### config.mk
export PLATFORM = sky130hd
export DESIGN_NAME = kei_key_edge_interrupt
export DESIGN_NICKNAME = d
export VERILOG_FILES = /design/src/kei_pkg.sv /design/src/kei_key_edge_interrupt.sv /design/src/kei_pin_sync.sv
export VERILOG_INCLUDE_DIRS = /design/src /design/src/src
export SDC_FILE = /design/constraint.sdc
export NUM_CORES = 1
export LEC_CHECK = 0
export BUFFER_PORTS_ARGS = -buffer_cell sky130_fd_sc_hd__clkbuf_2
export CORE_ASPECT_RATIO = 0.75
export CORE_MARGIN = 1
export CORE_UTILIZATION = 48
export CTS_CLUSTER_SIZE = 8
export DETAILED_ROUTE_END_ITERATION = 8
export GPL_ROUTABILITY_DRIVEN = 0
export PLACE_DENSITY = 0.83
export SLEW_MARGIN = 10
export SYNTH_ARGS = -nofsm -noshare
export SYNTH_HDL_FRONTEND = slang
export SYNTH_SLANG_ARGS = --single-unit
### constraint.sdc
create_clock -name ref_clk -period 2.1 [get_ports ref_clk]
set_input_delay 0.21 -clock ref_clk [delete_from_list [all_inputs] [get_ports ref_clk]]
set_output_delay 0.21 -clock ref_clk [all_outputs]
set_load 0.05 [all_outputs]
### src/kei_cfg.svh
`ifndef KEI_CFG_SVH
`define KEI_CFG_SVH

// ****************************************************************
// register map and reset values
// ****************************************************************
`define KEI_ENABLE_ADDR 16'hFF6E
`define KEI_ENABLE_RST 8'h00
`define KEI_RDATA_IDLE 8'h00
`define KEI_REG_WIDTH 8
`define KEI_ADDR_WIDTH 16
`define KEI_BITSEL_WIDTH 3

// ****************************************************************
// channel count and timing
// ****************************************************************
`define KEI_NUM_CH 8
`define KEI_PIN_TO_PULSE 3

`endif

### src/kei_pkg.sv
`include "kei_cfg.svh"

package kei_pkg;

   // ****************************************************************
   // cpu memory manipulation request toward the enable register
   // ****************************************************************
   typedef struct packed {
      logic [`KEI_ADDR_WIDTH-1:0] addr;
      logic byte_wr;
      logic bit_wr;
      logic [`KEI_BITSEL_WIDTH-1:0] bit_sel;
      logic bit_val;
      logic rd;
      logic [`KEI_REG_WIDTH-1:0] wdata;
   } kei_cpu_req_t;

   // ****************************************************************
   // interrupt flag controls from the interrupt controller side
   // ****************************************************************
   typedef struct packed {
      logic flag_clr;
      logic mask;
      logic global_ie;
   } kei_irq_ctl_t;

endpackage

### src/kei_key_edge_interrupt.sv
`timescale 1ns/1ps
`include "kei_cfg.svh"

module kei_key_edge_interrupt #(
   parameter int NUM_CH = `KEI_NUM_CH
) (
   // clock and reset
   input wire logic ref_clk,
   input wire logic resetn,
   // key pins from the port
   input wire logic [NUM_CH-1:0] key_input_pin,
   // cpu register access
   input wire kei_pkg::kei_cpu_req_t cpu_req,
   output logic [`KEI_REG_WIDTH-1:0] cpu_rdata,
   // interrupt flag controls
   input wire kei_pkg::kei_irq_ctl_t irq_ctl,
   // interrupt outputs
   output logic key_interrupt_request,
   output logic key_flag,
   output logic key_irq_pending,
   // port view of pins and enable state
   output logic [NUM_CH-1:0] port_pin_level,
   output logic [`KEI_REG_WIDTH-1:0] key_detect_enable
);

   import kei_pkg::*;

   // ****************************************************************
   // helpers
   // ****************************************************************

   // address decode, used by both write and read paths
   function automatic logic enable_hit(
      input logic [`KEI_ADDR_WIDTH-1:0] addr
   );
      enable_hit = (addr == `KEI_ENABLE_ADDR);
   endfunction

   // bits that exist in this channel count
   function automatic logic [`KEI_REG_WIDTH-1:0] impl_mask(
      input int n
   );
      logic [`KEI_REG_WIDTH-1:0] m;
      m = '0;
      for (int i = 0; i < `KEI_REG_WIDTH; i++) begin
         if (i < n) begin
            m[i] = 1'b1;
         end
      end
      impl_mask = m;
   endfunction

   localparam logic [`KEI_REG_WIDTH-1:0] IMPL = impl_mask(NUM_CH);

   // ****************************************************************
   // reset release
   // ****************************************************************
   logic rst_meta_reg;
   logic rst_n;

   // asynchronous assert, synchronous release
   always_ff @(posedge ref_clk or negedge resetn) begin
      if (!resetn) begin
         rst_meta_reg <= 1'b0;
         rst_n <= 1'b0;
      end else begin
         rst_meta_reg <= 1'b1;
         rst_n <= rst_meta_reg;
      end
   end

   // ****************************************************************
   // pin synchroniser
   // ****************************************************************
   logic [NUM_CH-1:0] pin_sync;

   kei_pin_sync #(
      .WIDTH(NUM_CH)
   ) u_sync (
      .clk(ref_clk),
      .rst_n(rst_n),
      .pin_async(key_input_pin),
      .pin_sync(pin_sync)
   );

   // ****************************************************************
   // enable register
   // ****************************************************************
   logic [`KEI_REG_WIDTH-1:0] enable_reg;
   logic [`KEI_REG_WIDTH-1:0] enable_next;
   logic wr_hit;

   assign wr_hit = enable_hit(cpu_req.addr);

   // byte write replaces all, bit write only the selected bit
   always_comb begin
      enable_next = enable_reg;
      if (wr_hit && cpu_req.byte_wr) begin
         enable_next = cpu_req.wdata & IMPL;
      end else if (wr_hit && cpu_req.bit_wr) begin
         enable_next[cpu_req.bit_sel] = cpu_req.bit_val;
         enable_next = enable_next & IMPL;
      end
   end

   // cleared by every reset
   always_ff @(posedge ref_clk or negedge rst_n) begin
      if (!rst_n) begin
         enable_reg <= `KEI_ENABLE_RST;
      end else begin
         enable_reg <= enable_next;
      end
   end

   // registered read data, zero for other addresses
   logic [`KEI_REG_WIDTH-1:0] rdata_reg;
   always_ff @(posedge ref_clk or negedge rst_n) begin
      if (!rst_n) begin
         rdata_reg <= `KEI_RDATA_IDLE;
      end else if (cpu_req.rd && enable_hit(cpu_req.addr)) begin
         rdata_reg <= enable_reg;
      end else begin
         rdata_reg <= `KEI_RDATA_IDLE;
      end
   end

   // ****************************************************************
   // detection
   // ****************************************************************
   logic [NUM_CH-1:0] active;
   logic [NUM_CH-1:0] active_prev_reg;
   logic pulse_next;
   logic pulse_reg;

   // a pin counts while enabled and low
   assign active = enable_reg[NUM_CH-1:0] & ~pin_sync;
   // new activity: falling edge or enable of a low pin
   assign pulse_next = |(active & ~active_prev_reg);

   always_ff @(posedge ref_clk or negedge rst_n) begin
      if (!rst_n) begin
         active_prev_reg <= '0;
         pulse_reg <= 1'b0;
      end else begin
         active_prev_reg <= active;
         pulse_reg <= pulse_next;
      end
   end

   // ****************************************************************
   // request flag and acknowledge gating
   // ****************************************************************
   logic flag_reg;
   logic pending_reg;

   // set wins over a clear in the same cycle
   always_ff @(posedge ref_clk or negedge rst_n) begin
      if (!rst_n) begin
         flag_reg <= 1'b0;
      end else begin
         flag_reg <= pulse_reg | (flag_reg & ~irq_ctl.flag_clr);
      end
   end

   always_ff @(posedge ref_clk or negedge rst_n) begin
      if (!rst_n) begin
         pending_reg <= 1'b0;
      end else begin
         pending_reg <= flag_reg & ~irq_ctl.mask & irq_ctl.global_ie;
      end
   end

   // port view of the pins, independent of enables
   logic [NUM_CH-1:0] port_level_reg;
   always_ff @(posedge ref_clk or negedge rst_n) begin
      if (!rst_n) begin
         port_level_reg <= {NUM_CH{1'b1}};
      end else begin
         port_level_reg <= pin_sync;
      end
   end

   // ****************************************************************
   // outputs
   // ****************************************************************
   assign cpu_rdata = rdata_reg;
   assign key_interrupt_request = pulse_reg;
   assign key_flag = flag_reg;
   assign key_irq_pending = pending_reg;
   assign port_pin_level = port_level_reg;
   assign key_detect_enable = enable_reg;

   // ****************************************************************
   // assertions
   // ****************************************************************
   a_fall_to_pulse: assert property (@(posedge ref_clk) disable iff (!rst_n)
      (active_prev_reg == '0 && active != '0) |=> pulse_reg)
      else $error("enabled falling edge gave no pulse");

   a_disabled_quiet: assert property (@(posedge ref_clk) disable iff (!rst_n)
      (enable_reg == '0) |=> !pulse_reg)
      else $error("pulse with no pin enabled");

   a_read_value: assert property (@(posedge ref_clk) disable iff (!rst_n)
      (cpu_req.rd && cpu_req.addr == `KEI_ENABLE_ADDR)
      |=> (rdata_reg == $past(enable_reg)))
      else $error("read data differs from enable register");

   a_reset_clear: assert property (@(posedge ref_clk)
      $rose(rst_n) |-> (enable_reg == `KEI_ENABLE_RST))
      else $error("enable register not clear after reset");

   a_bit_write_only: assert property (@(posedge ref_clk) disable iff (!rst_n)
      (wr_hit && cpu_req.bit_wr && !cpu_req.byte_wr)
      |=> ((enable_reg ^ $past(enable_reg))
           & ~(8'h01 << $past(cpu_req.bit_sel))) == '0)
      else $error("bit write changed other bits");

   a_byte_write: assert property (@(posedge ref_clk) disable iff (!rst_n)
      (wr_hit && cpu_req.byte_wr)
      |=> enable_reg == ($past(cpu_req.wdata) & IMPL))
      else $error("byte write not stored");

   a_enable_low_pin: assert property (@(posedge ref_clk) disable iff (!rst_n)
      (|(~enable_reg[NUM_CH-1:0] & enable_next[NUM_CH-1:0] & ~pin_sync)
       && $stable(pin_sync) && !pulse_next) |=> ##1 pulse_reg)
      else $error("enabling a low pin gave no pulse");

   a_pulse_single: assert property (@(posedge ref_clk) disable iff (!rst_n)
      $stable(active) |=> !pulse_reg)
      else $error("pulse without new key activity");

   a_flag_set_wins: assert property (@(posedge ref_clk) disable iff (!rst_n)
      pulse_reg |=> flag_reg)
      else $error("flag lost a set");

   a_pending_gate: assert property (@(posedge ref_clk) disable iff (!rst_n)
      pending_reg |-> $past(flag_reg) && !$past(irq_ctl.mask)
      && $past(irq_ctl.global_ie))
      else $error("pending without unmasked flag");

   c_key_press: cover property (@(posedge ref_clk) disable iff (!rst_n)
      $fell(pin_sync[0]) && enable_reg[0] ##1 pulse_reg);
   c_flag_ack: cover property (@(posedge ref_clk) disable iff (!rst_n)
      flag_reg ##1 pending_reg);
   c_set_clr_same: cover property (@(posedge ref_clk) disable iff (!rst_n)
      pulse_reg && irq_ctl.flag_clr);

endmodule

### src/kei_pin_sync.sv
`timescale 1ns/1ps

// two-flop synchroniser for the key pins
module kei_pin_sync #(
   parameter int WIDTH = 8
) (
   // clock and reset
   input wire logic clk,
   input wire logic rst_n,
   // asynchronous pins in, synchronous levels out
   input wire logic [WIDTH-1:0] pin_async,
   output logic [WIDTH-1:0] pin_sync
);

   logic [WIDTH-1:0] stage1_reg;
   logic [WIDTH-1:0] stage2_reg;

   // idle key lines are pulled up, so reset to high
   always_ff @(posedge clk or negedge rst_n) begin
      if (!rst_n) begin
         stage1_reg <= {WIDTH{1'b1}};
         stage2_reg <= {WIDTH{1'b1}};
      end else begin
         stage1_reg <= pin_async;
         stage2_reg <= stage1_reg;
      end
   end

   assign pin_sync = stage2_reg;

endmodule

==> results of run 1 <==
## metrics by stage
step	worst slack [ps]	hold WS [ps]	power [uW]	utilization [%]	instance area [um^2]
5_1_grt	584.2	171.9	1895	67.29	2527
4_1_cts	699.0	151.4	1824	67.29	2527
2_1_floorplan	557.3	-85.59	1187	-	1938
3_5_place_dp	623.9	-1.926	1263	62.59	2351
6_report	704.5	155.4	1808	67.29	2527
3_3_place_gp	683.4	-2.093	1258	62.59	2351
## final timing paths
| path | from | end | slack, ps | depth (start not counted) |
|---|---|---|---|---|
| min | cpu_req[6] | key_detect_enable[6]$_DFFE_PN0P_ | 160 | 3 |
| max in group asynchronous | rst_n$_DFF_PN0_ | u_sync.pin_sync[1]$_DFF_PN1_ | 1190 | 1 |
| min reg2reg | rst_n$_DFF_PN0_ | cpu_rdata[4]$_DFF_PN0_ | 250 | 0 |
| max | u_sync.pin_sync[2]$_DFF_PN1_ | key_interrupt_request$_DFF_PN0_ | 700 | 4 |
| max reg2reg | u_sync.pin_sync[2]$_DFF_PN1_ | key_interrupt_request$_DFF_PN0_ | 700 | 4 |
| min in group asynchronous | resetn | rst_meta_reg$_DFF_PN0_ | 220 | 2 |
## worst max-delay path: stages, from the launching register on
cell       delay, ps
dfstp_2          540
nor2b_1           50
nor2b_1          130
a2111oi_0        470
nand2_1           90
## final cells by class
cell class / count / area, um^2
Fill cell: 288 / 1229
Sequential cell: 53 / 1358
Tap cell: 52 / 65.06
Inverter: 5 / 18.77
Multi-Input combinational cell: 73 / 536.8
Clock buffer: 6 / 72.57
Clock inverter: 2 / 13.76
Timing Repair Buffer: 82 / 462.9
## power groups by stage
stage | combinational, uW | clock (uW) | sequential (uW)
after global placement | 151 | 0 | 1110
after floorplan | 33.1 | 0 | 1150
after detailed placement | 155 | 0 | 1110
final | 167 | 552 | 1090
after global routing | 183 | 616 | 1100
after CTS | 168 | 566 | 1090
## per-layer routing
layer | share of wire, % | GRT usage [%] | up-vias | wire length [um]
met1 | 45 | 27.05 | 631 | 1635
met5 | 0 | 0 | - | 0
met2 | 46 | 29.34 | 49 | 1685
met3 | 6.5 | 4.947 | 7 | 236
li1 | - | - | 648 | -
met4 | 1.8 | 7.937 | 0 | 67
## logic make-up after synthesis
group	Yosys count
other	1
AND/OR/NAND/NOR	39
multiplexers	1
buffers and inverters	8
AO/OA/AOI/OAI	32
flip-flops	53
## placed cells by master (no fill, tap or decap), types with 3 or more instances in the layout
cell type      Yosys  layout
dfstp_2           24      24
a21oi_2            7       7
a21oi_1            7       7
dfrtp_1           29      28
inv_1              5       5
nand2b_1           3       3
clkbuf_8           0       5
o21ai_0            5       5
and3_2             3       3
o22ai_1            5       5
nor2b_1           14      14
buf_4              0       3
and3_1             5       5
nand2_1            3       3
dlygate4sd3_1      0       9
clkbuf_2           0      70
==> results_dict.tcl, run 1 <==
set metrics [dict create \
    worst_slew_pin_slew_ps 527.8 \
    max_freq_mhz 716.6 \
    synthMuxAreaShare_pct 0.5165 \
    final_cells 273 \
    drive_gt1_share_pct 54.30 \
    grt_max_degree 26 \
    fin_worst_skew_ps 8.093 \
    rsz0062_at_grt "no" \
    grt_overflow 0 \
    power_density_nw_per_um2 715.3 \
    cp.arrival_ps 1570 \
    drt_iter0_drc 36 \
    net-switching-power_uw 435.4 \
    clock_latency_ps 300 \
    yosys_most_used_dff "dfrtp_1" \
    ir_worst_vdd_uv 421.1 \
    synth_xor_area_share_pct 0 \
    htreeDepth 2 \
    clk_root_buffer_cell "clkbuf_8" \
    cts_tree "yes" \
    power_switching_share_pct 24.08 \
    synth-warning-count 0 \
    synth_largest_area_cell "dfrtp_1" \
    p_leak_uw 0.001265 \
    antenna_left 0 \
    synthAdderAreaFrac_pct 0 \
    cts_hold_buf 9 \
    wire_per_inst_um 13.27 \
    grt_pass1_wl_um 5954 \
    status "completed" \
    io-pin-count 71 \
    grt_pass1_vias 1277 \
    synth_common_cells "29 x dfrtp_1, 24 x dfstp_2, 14 x nor2b_1" \
    via_per_inst 4.890 \
    dp.final_hpwl_um 2709 \
    maxSlewViolCount 0 \
    syn_area_um2 1938 \
    first_pass_iters 4 \
    cap_violations 0 \
    core_area_um2 3756 \
    cts.sinks 53 \
    p_seq_share_pct 60.2 \
    path_class "reg -> reg" \
    p_int_uw 1372 \
    io_buffers 70 \
    synth_enable_flop_cells 0 \
    synthesis.nets 178 \
    crit_path_start_kind "flip-flop" \
    groute.usage.overall_pct 19.42 \
    combPwrFrac_pct 9.3 \
    synth_cell_types 31 \
    postSynthCellCount 134 \
    clkPwrFrac_pct 30.5 \
    nNetsFinal 264 \
    fp.dieH_um 57.03 \
    cts_setup_buffers 0 \
    synth_area_leaders "dfrtp_1 37%, dfstp_2 33%, nor2b_1 4.5%" \
    synth_compound_area_share_pct 11.23 \
    cts.clk_slew.worst_paths_ps 90 \
    slew_headroom_pct 64.81 \
    synth_top_area_share_pct 37.44 \
    hold_path.class "in -> reg" \
    start_util_pct 51.60 \
    async_flop_share_pct 100.0 \
    post-route-period-util_pct 66.45 \
    num_rows 19 \
    setup_viol 0 \
    dp_cells 256 \
    crit_path_end_kind "flip-flop" \
    ctsResizeCount 0 \
    area_growth_pct 30.41 \
    critPathRequiredTime_ps 2270 \
    synth-simple-area-share_pct 15.75 \
    yosys_register_bits 53 \
    die_area_um2 4299 \
    synth_top_family_by_area "simple AND/OR/NAND/NOR gates" \
    num_vias 1335 \
    antenna_cells 0 \
    hold_violations 0 \
    grt_antenna_before_repair 0 \
    crit_fanout 2 \
    wl_um 3624 \
    die_width_um 75.38 \
    syn_avg_cell_area_um2 14.46 \
    fin_setup_tns_ps 0 \
    ys_seq_area_share_pct 69.98 \
    synth.most_common_cell "dfrtp_1" \
    min_period_ps 1395 \
    numCtsBuffers 5 \
    max-clock-path-buffers 2 \
    drc_errors 0 \
]
Note: power is estimated with default switching activity, not from simulation.
==> run 2: changes to the inputs <==
clock period = 1.3 ns   (was 2.1 ns; I/O delays follow)
==> run 2 against run 1 <==
Effect of this change: cell count grew 2.9%; combinational power grew 75%; largest power group unchanged; non-clock buffer count grew 8; routed wire length grew 0.19%.
==> results_dict.tcl, run 2 (synthesized netlist as in run 1, its figures left out) <==
set metrics [dict create \
    status "completed" \
    grt_pass1_vias 1305 \
    io_buffers 70 \
    die_width_um 75.38 \
    htreeDepth 2 \
    clkPwrFrac_pct 29.5 \
    p_leak_uw 0.001316 \
    combPwrFrac_pct 10.1 \
    antenna_left 0 \
    layout_commonest_cell "clkbuf_2" \
    crit_fanout 2 \
    wire_per_inst_um 12.92 \
    use_met1_pct 26.47 \
    cp.arrival_ps 1420 \
    path_class "reg -> reg" \
    clk_root_buffer_cell "clkbuf_8" \
    nNetsFinal 272 \
    grt_max_degree 52 \
    cts.clk_slew.worst_paths_ps 80 \
    crit_path_start_kind "flip-flop" \
    max_freq_mhz 808.8 \
    io-pin-count 71 \
    grt_use_met2_pct 28.32 \
    num_rows 19 \
    timing.final.ws_setup_ps 63.57 \
    first_pass_iters 4 \
    groute.usage.overall_pct 18.52 \
    grt_overflow 0 \
    ir_worst_vdd_uv 750.7 \
    hold_path.class "in -> reg" \
    cts.sinks 53 \
    maxSlewViolCount 0 \
    p_int_uw 2224 \
    p_total_uw 2894 \
    wl_um 3631 \
    setup_viol 0 \
    power_density_nw_per_um2 1076 \
    numCtsBuffers 5 \
    rsz0062_at_grt "yes" \
    hold_violations 0 \
    max-clock-path-buffers 2 \
    post-route-period-util_pct 95.11 \
    drive_gt1_share_pct 61.57 \
    pre_cts_slack_ps -55.47 \
    min_period_ps 1236 \
    antenna_cells 0 \
    drc_errors 0 \
    r2r_slack_ps 60 \
    die_area_um2 4299 \
    net-switching-power_uw 670.6 \
    area_growth_pct 38.80 \
    clock_latency_ps 300 \
    drt_iter0_drc 59 \
    fp.dieH_um 57.03 \
    busiest_layer "met2" \
    dp.final_hpwl_um 2680 \
    cap_violations 0 \
    via_per_inst 4.922 \
    critPathRequiredTime_ps 1480 \
    core_area_um2 3756 \
    layout_common_cells "70 x clkbuf_2, 24 x dfstp_2, 20 x dfrtp_1, 10 x nor2b_1" \
    use_met3_pct 5.654 \
    fin_worst_skew_ps 4.770 \
    num_vias 1383 \
    p_seq_share_pct 60.4 \
    start_util_pct 51.60 \
    power_switching_share_pct 23.17 \
    crit_path_end_kind "flip-flop" \
    fillCellCount 291 \
    cts_tree "yes" \
    grt_pass1_wl_um 5871 \
    grt_antenna_before_repair 0 \
]
-- run 2: cell types whose count changed in the layout (fill, tap and decap cells not counted), sizes merged --
cell | before | now
clkinv | 1 | 0
inv | 6 | 5
buf | 3 | 11
clkinvlp | 0 | 1
clkbuf | 76 | 77
-- run 2: worst paths after layout --
kind	startpoint	endpoint	cells after the start
worst max-delay path	u_sync.pin_sync[6]$_DFF_PN1_	key_interrupt_request$_DFF_PN0_	4
worst min-delay path	irq_ctl[0]	key_irq_pending$_DFF_PN0_	2
worst max register to register	u_sync.pin_sync[6]$_DFF_PN1_	key_interrupt_request$_DFF_PN0_	4
worst min register to register	rst_n$_DFF_PN0_	active_prev_reg[0]$_DFF_PN0_	1
max in group asynchronous	rst_n$_DFF_PN0_	port_pin_level[7]$_DFF_PN1_	1
min in group asynchronous	resetn	rst_n$_DFF_PN0_	2
-- run 2: worst max-delay path, stage by stage (launching register included) --
cell and delay [ps]:
dfstp_2 550, nor2b_2 50, nor2b_4 130, a2111oi_4 310, nand2_1 80
-- run 2: through the flow --
stage                     hold WS [ps]  instances  util [%]  area (um^2)  TNS [ps]
after floorplan                 -165.6        134         -         1949    -41.68
after global placement          -82.51        264     65.46         2459    -32.87
after detailed placement        -81.18        264     65.46         2459    -55.47
after CTS                        84.83        281     70.25         2639         0
after global routing             81.06        281     71.62         2690    -1.066
final                            85.57        281     71.62         2690         0
-- run 2: final cells by class --
| type | count | area (um^2) | area share (%) |
|---|---|---|---|
| Timing Repair Buffer | 90 | 560.5 | 20.84 |
| Sequential cell | 53 | 1368 | 50.84 |
| Tap cell | 52 | 65.06 | 2.419 |
| Clock inverter | 1 | 7.507 | 0.2791 |
| Inverter | 5 | 18.77 | 0.6977 |
| Multi-Input combinational cell | 73 | 594.3 | 22.09 |
| Clock buffer | 7 | 76.32 | 2.837 |
-- run 2: what timing repair did --
item,in CTS,in global routing
gates resized for setup,2,10
hold buffers,9,0
buffers inserted,0,0
pin swaps,0,3
endpoints found under the hold margin,10,0
setup endpoints to repair,1,1
-- run 2: power by group through the flow --
stage / Combinational [uW] / Sequential, uW / Clock, uW
2_1_floorplan: 53.5 / 1860 / 0
3_3_place_gp: 264 / 1780 / 0
3_5_place_dp: 267 / 1780 / 0
4_1_cts: 291 / 1750 / 867
5_1_grt: 320 / 1760 / 935
6_report: 293 / 1750 / 853
-- run 2: metal layers --
layer	up-vias	wire, um
li1	660	-
met1	665	1692
met2	53	1662
met3	5	246
met4	0	29
met5	-	0
